**src/acp_regs.vh**
```
// Character codes, token kinds, radix and reset values of the parser
`ifndef ACP_REGS_VH
`define ACP_REGS_VH
// Characters
`define ACP_CH_LF     8'h0a
`define ACP_CH_SP     8'h20
`define ACP_CH_DQ     8'h22
`define ACP_CH_HASH   8'h23
`define ACP_CH_SQ     8'h27
`define ACP_CH_STAR   8'h2a
`define ACP_CH_PLUS   8'h2b
`define ACP_CH_COMMA  8'h2c
`define ACP_CH_MINUS  8'h2d
`define ACP_CH_DOT    8'h2e
`define ACP_CH_COLON  8'h3a
`define ACP_CH_SEMI   8'h3b
`define ACP_CH_QMARK  8'h3f
`define ACP_CH_USCORE 8'h5f
// Token kinds
`define ACP_TK_HDR    4'h0
`define ACP_TK_ROOT   4'h1
`define ACP_TK_COMMON 4'h2
`define ACP_TK_NUM    4'h3
`define ACP_TK_UNIT   4'h4
`define ACP_TK_STR    4'h5
`define ACP_TK_KEY    4'h6
`define ACP_TK_PSEP   4'h7
`define ACP_TK_CMDEND 4'h8
`define ACP_TK_EXEC   4'h9
`define ACP_TK_ERR    4'ha
`define ACP_TK_BLOCK  4'hb
// Radix values
`define ACP_RAD_BIN   5'h02
`define ACP_RAD_OCT   5'h08
`define ACP_RAD_DEC   5'h0a
`define ACP_RAD_HEX   5'h10
// Reset values
`define ACP_LONG_RST  1'b1
`define ACP_VAL_RST   32'h0
`endif

```
**src/acp_buf2.v**
```verilog
// Two-entry token buffer with valid and ready on both sides
`timescale 1ns/1ps
`default_nettype none
module acp_buf2 #(
    parameter W  = 44,
    parameter AW = 1
) (
    input  wire         clk,
    input  wire         rst,
    input  wire         flush,
    input  wire         in_valid,
    output wire         in_ready,
    input  wire [W-1:0] in_data,
    output wire         out_valid,
    input  wire         out_ready,
    output wire [W-1:0] out_data
);
    localparam [AW:0] DEPTH = {{AW{1'b0}}, 1'b1} << AW;

    reg  [W-1:0]  slot_r [0:DEPTH-1];
    reg  [AW-1:0] wp_r;
    reg  [AW-1:0] rp_r;
    reg  [AW:0]   cnt_r;
    wire          push;
    wire          pop;

    // Full and empty from the fill count
    assign in_ready  = (cnt_r != DEPTH);
    assign out_valid = (cnt_r != {(AW+1){1'b0}});
    assign out_data  = slot_r[rp_r];
    assign push      = in_valid & in_ready;
    assign pop       = out_valid & out_ready;

    // Storage needs no reset; the count decides what is valid
    always @(posedge clk)
    begin
        if (push)
            slot_r[wp_r] <= in_data;
    end

    // Pointers and count; flush drops whatever is held
    always @(posedge clk)
    begin
        if (rst || flush)
        begin
            wp_r  <= {AW{1'b0}};
            rp_r  <= {AW{1'b0}};
            cnt_r <= {(AW+1){1'b0}};
        end
        else
        begin
            if (push)
                wp_r <= wp_r + 1'b1;
            if (pop)
                rp_r <= rp_r + 1'b1;
            cnt_r <= cnt_r + {{AW{1'b0}}, push} - {{AW{1'b0}}, pop};
        end
    end
endmodule // acp_buf2
`default_nettype wire

```
**src/acp_parser.v**
```verilog
// ASCII program-message parser: bytes to command tokens
// Behaviour
// - Header ends at white space
// - Commas split parameters; spaces allowed
// - Exponent or unit suffix, never both
// - #B #Q #H select radix, else decimal
// - Integers drop fraction; reals keep it
// - ASCII digits converted to binary
// - Strings in single or double quotes
// - String characters kept exactly, spaces too
// - Keywords matched regardless of case
// - Replies upper case, long/short per setting
// - Execute only on line feed
// - End-of-string/text acts as terminator
// - Semicolon then colon returns to root
// - Any mix of command kinds per line
// - Interface clear resets parser, drops partial
// - Block data only for five instructions
// - White space is spaces only
// - No separator after the asterisk
// - Command over unread response: flush, error
`timescale 1ns/1ps
`default_nettype none
`include "acp_regs.vh"
module acp_parser #(
    parameter VW = 32
) (
    input  wire          REF_CLK,
    input  wire          SRST,
    input  wire          IFC,
    input  wire          RX_VALID,
    input  wire [7:0]    RX_DATA,
    input  wire          RX_EOS,
    input  wire          RX_EOT,
    output wire          RX_READY,
    input  wire          PARAM_INT,
    input  wire          BLOCK_OK,
    input  wire          RSP_PENDING,
    output wire          RSP_FLUSH,
    output wire          ERR_UNREAD,
    output wire          TOK_VALID,
    input  wire          TOK_READY,
    output wire [3:0]    TOK_KIND,
    output wire [VW-1:0] TOK_VALUE,
    output wire [7:0]    TOK_EXP,
    input  wire          LONG_SET_VALID,
    input  wire          LONG_SET_VAL,
    output wire          LONG_FORM,
    input  wire          RSP_KW_VALID,
    input  wire [7:0]    RSP_KW_DATA,
    output wire          RSP_KW_READY,
    output wire          TX_VALID,
    output wire [7:0]    TX_DATA,
    input  wire          TX_READY
);
    localparam [3:0] S_START = 4'h0, S_COMMON = 4'h1, S_HDR = 4'h2, S_WS = 4'h3;
    localparam [3:0] S_NUM = 4'h4, S_FRAC = 4'h5, S_ESGN = 4'h6, S_EXP = 4'h7;
    localparam [3:0] S_RADIX = 4'h8, S_RDIG = 4'h9, S_POST = 4'ha, S_UNIT = 4'hb;
    localparam [3:0] S_STR = 4'hc, S_KEY = 4'hd, S_BLOCK = 4'he, S_SKIP = 4'hf;

    reg  [3:0]    state_r, state_nxt;
    reg  [VW-1:0] val_r, val_nxt;
    reg  [7:0]    frac_r, frac_nxt;
    reg  [7:0]    eval_r, eval_nxt;
    reg           eneg_r, eneg_nxt;
    reg           neg_r, neg_nxt;
    reg           hasexp_r, hasexp_nxt;
    reg  [4:0]    rad_r, rad_nxt;
    reg  [7:0]    delim_r, delim_nxt;
    reg           msg_start_r;
    reg           flush_r;
    reg           long_r;
    reg           tx_valid_r;
    reg  [7:0]    tx_data_r;
    reg           hold, emit, err, num_done, after;
    reg  [3:0]    kind;
    reg  [VW-1:0] tval;
    wire          buf_ready;
    wire          fire;
    wire          end_ind;
    wire [7:0]    c;
    wire [4:0]    d;
    wire [7:0]    exp_out;
    wire          kw_take;

    function is_dec;
        input [7:0] ch;
        is_dec = (ch >= 8'h30) && (ch <= 8'h39);
    endfunction

    function is_lower;
        input [7:0] ch;
        is_lower = (ch >= 8'h61) && (ch <= 8'h7a);
    endfunction

    function is_alpha;
        input [7:0] ch;
        is_alpha = is_lower(ch) || ((ch >= 8'h41) && (ch <= 8'h5a));
    endfunction

    function [7:0] upcase;
        input [7:0] ch;
        upcase = is_lower(ch) ? (ch & 8'hdf) : ch;
    endfunction

    // Digit weight, 5'h1f for no digit
    function [4:0] dig_val;
        input [7:0] ch;
        reg   [7:0] u;
        begin
            u = upcase(ch);
            if (is_dec(ch))
                dig_val = ch[4:0] - 5'h10;
            else if ((u >= 8'h41) && (u <= 8'h46))
                dig_val = u[4:0] + 5'h09;
            else
                dig_val = 5'h1f;
        end
    endfunction

    function [VW-1:0] mac;
        input [VW-1:0] v;
        input [4:0]    r;
        input [4:0]    dg;
        mac = v * {{(VW-5){1'b0}}, r} + {{(VW-5){1'b0}}, dg};
    endfunction

    // End indications act as a line feed
    assign end_ind  = RX_EOS | RX_EOT;
    assign c        = end_ind ? `ACP_CH_LF : RX_DATA;
    assign d        = dig_val(c);
    assign fire     = RX_VALID & buf_ready;
    assign RX_READY = buf_ready;
    assign exp_out  = frac_r + (eneg_r ? (8'h00 - eval_r) : eval_r);

    // Next-state decode; at most one token per byte
    always @*
    begin
        state_nxt  = state_r;
        val_nxt    = val_r;
        frac_nxt   = frac_r;
        eval_nxt   = eval_r;
        eneg_nxt   = eneg_r;
        neg_nxt    = neg_r;
        hasexp_nxt = hasexp_r;
        rad_nxt    = rad_r;
        delim_nxt  = delim_r;
        hold       = 1'b0;
        emit       = 1'b0;
        err        = 1'b0;
        num_done   = 1'b0;
        after      = 1'b0;
        kind       = `ACP_TK_HDR;
        tval       = {{(VW-8){1'b0}}, upcase(c)};
        case (state_r)
            S_START:
                if (c == `ACP_CH_COLON)
                begin
                    emit      = 1'b1;
                    kind      = `ACP_TK_ROOT;
                    state_nxt = S_HDR;
                end
                else if (c == `ACP_CH_STAR)
                begin
                    emit      = 1'b1;
                    kind      = `ACP_TK_COMMON;
                    state_nxt = S_COMMON;
                end
                else if (is_alpha(c))
                begin
                    emit      = 1'b1;
                    state_nxt = S_HDR;
                end
                else if (c == `ACP_CH_LF)
                begin
                    emit = 1'b1;
                    kind = `ACP_TK_EXEC;
                end
                else if (c != `ACP_CH_SP)
                    err = 1'b1;
            S_COMMON:
                if (is_alpha(c))
                begin
                    emit      = 1'b1;
                    state_nxt = S_HDR;
                end
                else
                    err = 1'b1;
            S_HDR:
                if (is_alpha(c) || is_dec(c) || c == `ACP_CH_COLON || c == `ACP_CH_QMARK || c == `ACP_CH_USCORE)
                    emit = 1'b1;
                else if (c == `ACP_CH_SP)
                    state_nxt = S_WS;
                else
                    after = 1'b1;
            S_WS:
            begin
                // Every parameter starts as a fresh decimal number
                val_nxt    = is_dec(c) ? {{(VW-5){1'b0}}, d} : `ACP_VAL_RST;
                neg_nxt    = (c == `ACP_CH_MINUS);
                rad_nxt    = `ACP_RAD_DEC;
                frac_nxt   = 8'h00;
                eval_nxt   = 8'h00;
                eneg_nxt   = 1'b0;
                hasexp_nxt = 1'b0;
                if (c == `ACP_CH_SQ || c == `ACP_CH_DQ)
                begin
                    delim_nxt = c;
                    state_nxt = S_STR;
                end
                else if (is_dec(c) || c == `ACP_CH_PLUS || c == `ACP_CH_MINUS || c == `ACP_CH_DOT)
                    state_nxt = (c == `ACP_CH_DOT) ? S_FRAC : S_NUM;
                else if (c == `ACP_CH_HASH)
                    state_nxt = S_RADIX;
                else if (is_alpha(c))
                begin
                    emit      = 1'b1;
                    kind      = `ACP_TK_KEY;
                    state_nxt = S_KEY;
                end
                else if (c == `ACP_CH_LF)
                    after = 1'b1;
                else if (c != `ACP_CH_SP)
                    err = 1'b1;
            end
            S_NUM:
                if (is_dec(c))
                    val_nxt = mac(val_r, rad_r, d);
                else if (c == `ACP_CH_DOT)
                    state_nxt = S_FRAC;
                else if (upcase(c) == 8'h45)
                    state_nxt = S_ESGN;
                else
                    num_done = 1'b1;
            S_FRAC:
                if (is_dec(c))
                begin
                    // Integer parameters keep only the whole part
                    if (!PARAM_INT)
                    begin
                        val_nxt  = mac(val_r, rad_r, d);
                        frac_nxt = frac_r - 8'h01;
                    end
                end
                else if (upcase(c) == 8'h45)
                    state_nxt = S_ESGN;
                else
                    num_done = 1'b1;
            S_ESGN:
                if (is_dec(c) || c == `ACP_CH_PLUS || c == `ACP_CH_MINUS)
                begin
                    eneg_nxt   = (c == `ACP_CH_MINUS);
                    eval_nxt   = is_dec(c) ? {3'h0, d} : 8'h00;
                    hasexp_nxt = 1'b1;
                    state_nxt  = S_EXP;
                end
                else
                    err = 1'b1;
            S_EXP:
                if (is_dec(c))
                    eval_nxt = eval_r * 8'h0a + {3'h0, d};
                else if (is_alpha(c))
                    err = 1'b1;
                else
                    num_done = 1'b1;
            S_RADIX:
                if (upcase(c) == 8'h42 || upcase(c) == 8'h51 || upcase(c) == 8'h48)
                begin
                    rad_nxt   = (upcase(c) == 8'h42) ? `ACP_RAD_BIN :
                                (upcase(c) == 8'h51) ? `ACP_RAD_OCT : `ACP_RAD_HEX;
                    state_nxt = S_RDIG;
                end
                else if (is_dec(c) && BLOCK_OK)
                begin
                    emit      = 1'b1;
                    kind      = `ACP_TK_BLOCK;
                    tval      = {{(VW-8){1'b0}}, c};
                    state_nxt = S_BLOCK;
                end
                else
                    err = 1'b1;
            S_RDIG:
                if (d < rad_r)
                    val_nxt = mac(val_r, rad_r, d);
                else if (is_alpha(c) || c == `ACP_CH_DOT)
                    err = 1'b1;
                else
                    num_done = 1'b1;
            S_POST:
                // Letters after a plain decimal number are its unit
                if (is_alpha(c) && rad_r == `ACP_RAD_DEC && !hasexp_r)
                begin
                    emit      = 1'b1;
                    kind      = `ACP_TK_UNIT;
                    state_nxt = S_UNIT;
                end
                else
                    after = 1'b1;
            S_UNIT:
                if (is_alpha(c))
                begin
                    emit = 1'b1;
                    kind = `ACP_TK_UNIT;
                end
                else
                    after = 1'b1;
            S_STR:
                if (c == delim_r)
                    state_nxt = S_POST;
                else if (c == `ACP_CH_LF)
                begin
                    err  = 1'b1;
                    hold = 1'b1;
                end
                else
                begin
                    emit = 1'b1;
                    kind = `ACP_TK_STR;
                    tval = {{(VW-8){1'b0}}, c};
                end
            S_KEY:
                if (is_alpha(c) || is_dec(c) || c == `ACP_CH_USCORE)
                begin
                    emit = 1'b1;
                    kind = `ACP_TK_KEY;
                end
                else
                    after = 1'b1;
            S_BLOCK:
                if (c == `ACP_CH_LF)
                    after = 1'b1;
                else
                begin
                    emit = 1'b1;
                    kind = `ACP_TK_BLOCK;
                    tval = {{(VW-8){1'b0}}, c};
                end
            default:
                if (c == `ACP_CH_LF)
                begin
                    emit      = 1'b1;
                    kind      = `ACP_TK_EXEC;
                    state_nxt = S_START;
                end
        endcase
        // A finished number goes out now; its delimiter byte is consumed here, so the sender repeats it
        if (num_done)
        begin
            emit      = 1'b1;
            hold      = 1'b1;
            kind      = `ACP_TK_NUM;
            tval      = neg_r ? ({VW{1'b0}} - val_r) : val_r;
            state_nxt = S_POST;
        end
        // Separators after a header or a parameter
        if (after)
        begin
            if (c == `ACP_CH_SP)
                state_nxt = S_POST;
            else if (c == `ACP_CH_COMMA && state_r != S_HDR)
            begin
                emit      = 1'b1;
                kind      = `ACP_TK_PSEP;
                state_nxt = S_WS;
            end
            else if (c == `ACP_CH_SEMI)
            begin
                emit      = 1'b1;
                kind      = `ACP_TK_CMDEND;
                state_nxt = S_START;
            end
            else if (c == `ACP_CH_LF)
            begin
                emit      = 1'b1;
                kind      = `ACP_TK_EXEC;
                state_nxt = S_START;
            end
            else
                err = 1'b1;
        end
        // A syntax fault skips to the terminator
        if (err)
        begin
            emit      = 1'b1;
            kind      = `ACP_TK_ERR;
            tval      = {{(VW-8){1'b0}}, c};
            state_nxt = S_SKIP;
        end
    end

    // Parser state; interface clear resets only the parser
    always @(posedge REF_CLK)
    begin
        if (SRST || IFC)
        begin
            state_r     <= S_START;
            val_r       <= `ACP_VAL_RST;
            frac_r      <= 8'h00;
            eval_r      <= 8'h00;
            eneg_r      <= 1'b0;
            neg_r       <= 1'b0;
            hasexp_r    <= 1'b0;
            rad_r       <= `ACP_RAD_DEC;
            delim_r     <= `ACP_CH_DQ;
            msg_start_r <= 1'b1;
        end
        else if (fire)
        begin
            state_r  <= state_nxt;
            val_r    <= val_nxt;
            frac_r   <= frac_nxt;
            eval_r   <= eval_nxt;
            eneg_r   <= eneg_nxt;
            neg_r    <= neg_nxt;
            hasexp_r <= hasexp_nxt;
            rad_r    <= rad_nxt;
            delim_r  <= delim_nxt;
            if (emit && kind == `ACP_TK_EXEC)
                msg_start_r <= 1'b1;
            else if (!hold)
                msg_start_r <= 1'b0;
        end
    end

    // New message over an unread response; one pulse serves flush and error
    always @(posedge REF_CLK)
    begin
        if (SRST)
            flush_r <= 1'b0;
        else
            flush_r <= fire && msg_start_r && RSP_PENDING;
    end

    assign RSP_FLUSH  = flush_r;
    assign ERR_UNREAD = flush_r;

    // Tokens survive a stalled consumer; a clear drops them
    acp_buf2 #(
        .W  (VW + 12),
        .AW (1)
    ) u_tok_buf (
        .clk       (REF_CLK),
        .rst       (SRST),
        .flush     (IFC),
        .in_valid  (fire & emit),
        .in_ready  (buf_ready),
        .in_data   ({kind, exp_out, tval}),
        .out_valid (TOK_VALID),
        .out_ready (TOK_READY),
        .out_data  ({TOK_KIND, TOK_EXP, TOK_VALUE})
    );

    // Reply formatter; short form drops lower-case letters, keeps the rest
    assign kw_take      = RSP_KW_VALID & RSP_KW_READY;
    assign RSP_KW_READY = !tx_valid_r || TX_READY;
    always @(posedge REF_CLK)
    begin
        if (SRST)
        begin
            long_r     <= `ACP_LONG_RST;
            tx_valid_r <= 1'b0;
            tx_data_r  <= 8'h00;
        end
        else
        begin
            if (LONG_SET_VALID)
                long_r <= LONG_SET_VAL;
            if (kw_take)
            begin
                tx_valid_r <= long_r || !is_lower(RSP_KW_DATA);
                tx_data_r  <= upcase(RSP_KW_DATA);
            end
            else if (TX_READY)
                tx_valid_r <= 1'b0;
        end
    end

    assign LONG_FORM = long_r;
    assign TX_VALID  = tx_valid_r;
    assign TX_DATA   = tx_data_r;
endmodule // acp_parser
`default_nettype wire

```
**config.mk**
```make
export PLATFORM = sky130hd
export DESIGN_NAME = acp_parser
export DESIGN_NICKNAME = d
export VERILOG_FILES = /design/src/acp_buf2.v /design/src/acp_parser.v
export VERILOG_INCLUDE_DIRS = /design/src
export SDC_FILE = /design/constraint.sdc
export NUM_CORES = 1
export LEC_CHECK = 0
export BUFFER_PORTS_ARGS = -buffer_cell sky130_fd_sc_hd__buf_4
export CAP_MARGIN = 10
export CORE_UTILIZATION = 50
export DETAILED_ROUTE_END_ITERATION = 8
export PLACE_DENSITY = 0.77
export SYNTH_ARGS = -nofsm -noshare
export SYNTH_HDL_FRONTEND = slang
export SYNTH_SLANG_ARGS = --single-unit
```
**constraint.sdc**
```tcl
create_clock -name REF_CLK -period 9.83 [get_ports REF_CLK]
set_input_delay 1.966 -clock REF_CLK [delete_from_list [all_inputs] [get_ports REF_CLK]]
set_output_delay 1.966 -clock REF_CLK [all_outputs]
set_load 0.02 [all_outputs]
```
==> flow_summary.ini <==
[run_status]
outcome = completed

[sta]
tns_ns = 0
max_slew_margin_pct = 21.5
maxSlewViolCount = 0
max_freq_mhz = 116
period_needed_ns = 8.62
final.period_utilization_pct = 87.7
worst_slack_ns = 1.21
skew_ns = 0.0138
tightest_slew_ns = 1.17
finalHoldViolCount = 0
grt_setup_unrepaired = no
setup_viol = 0

[worst_setup_path]
max_stage_delay_ns = 0.58
slowest_stage = nor2_2
cp-endpoint = val_r[31]
ff2ff_setup_slack_ns = 4.28
worstSetupPathType = in -> reg
r2r-start = rad_r[4]
crit_path_end_kind = flop
timing.rr.end = val_r[24]
crit_start = RX_EOT
critPathLaunchType = input port
required_ns = 10.15
r2r_cells = 17
worstPathArrival_ns = 8.94
path_max_fanout = 16

[clock_network]
clk_pin_slew_worst_paths_ns = 0.07
cts_tree = built
clockRootBuffer = clkbuf_16
h-tree-depth = 4
cts_made_buffers = 17
cts_setup_buffers = 0
cts_resized = 0
clk_latency_ns = 0.44
cts_max_path_buffers = 2
cts_sinks = 171
cts_hold_buf = 0

[synth]
synthCells = 1588
avgSynthCellArea_um2 = 8.56
synth-async-reset-ratio_pct = 0
syn_area_um2 = 13600
synth-seq-cells = 171
yosysSeqAreaShare_pct = 31.7
synthFlopType = edfxtp_1
synthesis.nets = 1768
synth-edff-count = 88
ys_types = 86
ys_warn_count = 0

[min_path]
hp-class = reg -> reg

[floorplan]
fp.dieH_um = 167
dieArea_um2 = 27900
io_pins = 89
start_util_pct = 51.6
std_cell_rows = 59
core-area_um2 = 26400
die_w_um = 167

[placed_design]
numPortBuffers = 88
dp.final_hpwl_mm = 27.7
globalplace.congestion = 0.971
placed_area_um2 = 14500
dpl_worst_slack_ns = 0.921

[route]
drcViolationCount = 0
drt_iter0_drc = 1274
wl_per_cell_um = 18.9
drt_pass1_iterations = 5
postRouteAntennaNets = 0
num_vias = 11948
viasPerCell = 6.05
wl_mm = 37.4

[finish]
mostFrequentLayoutCells = nand2_1, inv_1, nor2_1, ha_1, a21oi_1
antenna_cells = 0
final_common_cell = nand2_1
design_area_um2 = 15100
drive_gt1_share_pct = 12.6
syn2layout_area_growth_pct = 10.9
fin_util_pct = 57.2
nets = 1808

[grt]
antenna_found_initial = 0
grt_pass1_wl_mm = 60.6
grt_overflow = 0
groute.usage.overall_pct = 27.1
first_global_vias = 11658
grt_max_degree = 45

[power]
p_leak_nw = 6.31
peakVddDrop_uv = 128
p_per_area_nw_per_um2 = 121

[flow_run]
drv_cap = 0
critical path: cells and delay by family:
kind | cells | cell delay (ns)
buffers and inverters | 5 | 0.73
AND/OR/NAND/NOR | 5 | 1.37
adder cells (fa/ha/maj) | 5 | 2.00
XOR/XNOR | 1 | 0.14
AO/OA/AOI/OAI | 11 | 2.73
routing by layer:
metal	up-vias	track usage [%]	share of wire (%)
met5	-	0	0
met4	0	8.57	2.2
met3	76	4.99	8.0
met2	519	42.7	45
met1	5724	37.5	45
li1	5629	-	-
layout make-up:
| type | count | area, um2 |
|---|---|---|
| Clock buffer | 17 | 425 |
| Clock inverter | 15 | 181 |
| Fill cell | 2300 | 11300 |
| Inverter | 143 | 537 |
| Multi-Input combinational cell | 1190 | 8430 |
| Sequential cell | 171 | 4310 |
| Tap cell | 335 | 419 |
| Timing Repair Buffer | 105 | 788 |
kinds of logic (layout without fill, tap and decap cells):
logic type | count (synthesis) | after routing | synth area share [%]
flip-flops | 171 | 171 | 31.7
adder cells (fa/ha/maj) | 150 | 150 | 15.6
XOR/XNOR | 94 | 94 | 6.05
AO/OA/AOI/OAI | 333 | 333 | 15.9
multiplexers | 46 | 46 | 3.79
buffers and inverters | 227 | 280 | 6.47
AND/OR/NAND/NOR | 567 | 567 | 20.6
cells in the mapped netlist, types with 6 or more instances:
library cell	number	area, um2
a21oi_1	106	531
xor2_1	44	385
edfxtp_1	88	2640
nor2_1	140	526
o21ai_0	69	345
o31ai_1	16	120
clkbuf_1	67	251
nor3_1	34	170
or2_2	6	37.5
and2_1	66	413
buf_2	6	30.0
nand4_1	9	56.3
nor4_1	11	68.8
dfxtp_1	83	1660
or3_1	17	106
nand2_1	150	563
nor2b_1	17	106
nand2b_1	20	125
fa_1	32	641
ha_1	118	1480
mux2_2	44	495
a211oi_1	19	143
inv_1	143	537
o41ai_1	7	61.3
o211ai_1	12	90.1
buf_1	7	26.3
or4_1	7	52.6
a32oi_1	8	70.1
xnor2_1	50	438
a21o_1	13	97.6
nand3_1	55	275
o21a_1	11	82.6
worst min path at each step:
stage                startpoint          to  slack (ns)  cells past startpoint
floorplan           msg_start_r  ERR_UNREAD        0.41                      2
global placement    msg_start_r  ERR_UNREAD        0.43                      2
detailed placement   TX_DATA[5]  TX_DATA[5]        0.45                      2
CTS                  TX_DATA[5]  TX_DATA[5]        0.46                      2
global route         TX_DATA[7]  TX_DATA[7]        0.48                      2
finish               TX_DATA[5]  TX_DATA[5]        0.46                      2
flip-flops by register name, summed over array words and instances (netlist names), named ones only:
register,count
ERR_UNREAD,1
neg_r,1
msg_start_r,1
eneg_r,1
delim_r,8
TX_VALID,1
state_r,4
u_tok_buf.rp_r,1
u_tok_buf.wp_r,1
frac_r,8
val_r,32
LONG_FORM,1
rad_r,3
eval_r,8
u_tok_buf.slot_r,88
TX_DATA,8
hasexp_r,1
u_tok_buf.cnt_r,2
through the flow:
stage / hold WS, ns / total power [mW] / std cells
after floorplan: 0.415 / 1.02 / 1588
after global placement: 0.430 / 1.13 / 1944
after detailed placement: 0.451 / 1.14 / 1944
after CTS: 0.461 / 1.83 / 1976
after global routing: 0.479 / 1.89 / 1976
final: 0.461 / 1.83 / 1976
where the power goes:
group / leakage (nW) / internal (mW) / total, mW / switching, mW
clock: 0.297 / 0.369 / 0.703 / 0.334
combinational: 4.56 / 0.117 / 0.315 / 0.199
sequential: 1.45 / 0.795 / 0.812 / 0.0169
total: 6.31 / 1.28 / 1.83 / 0.550
Power figures use the tool's default switching activity.
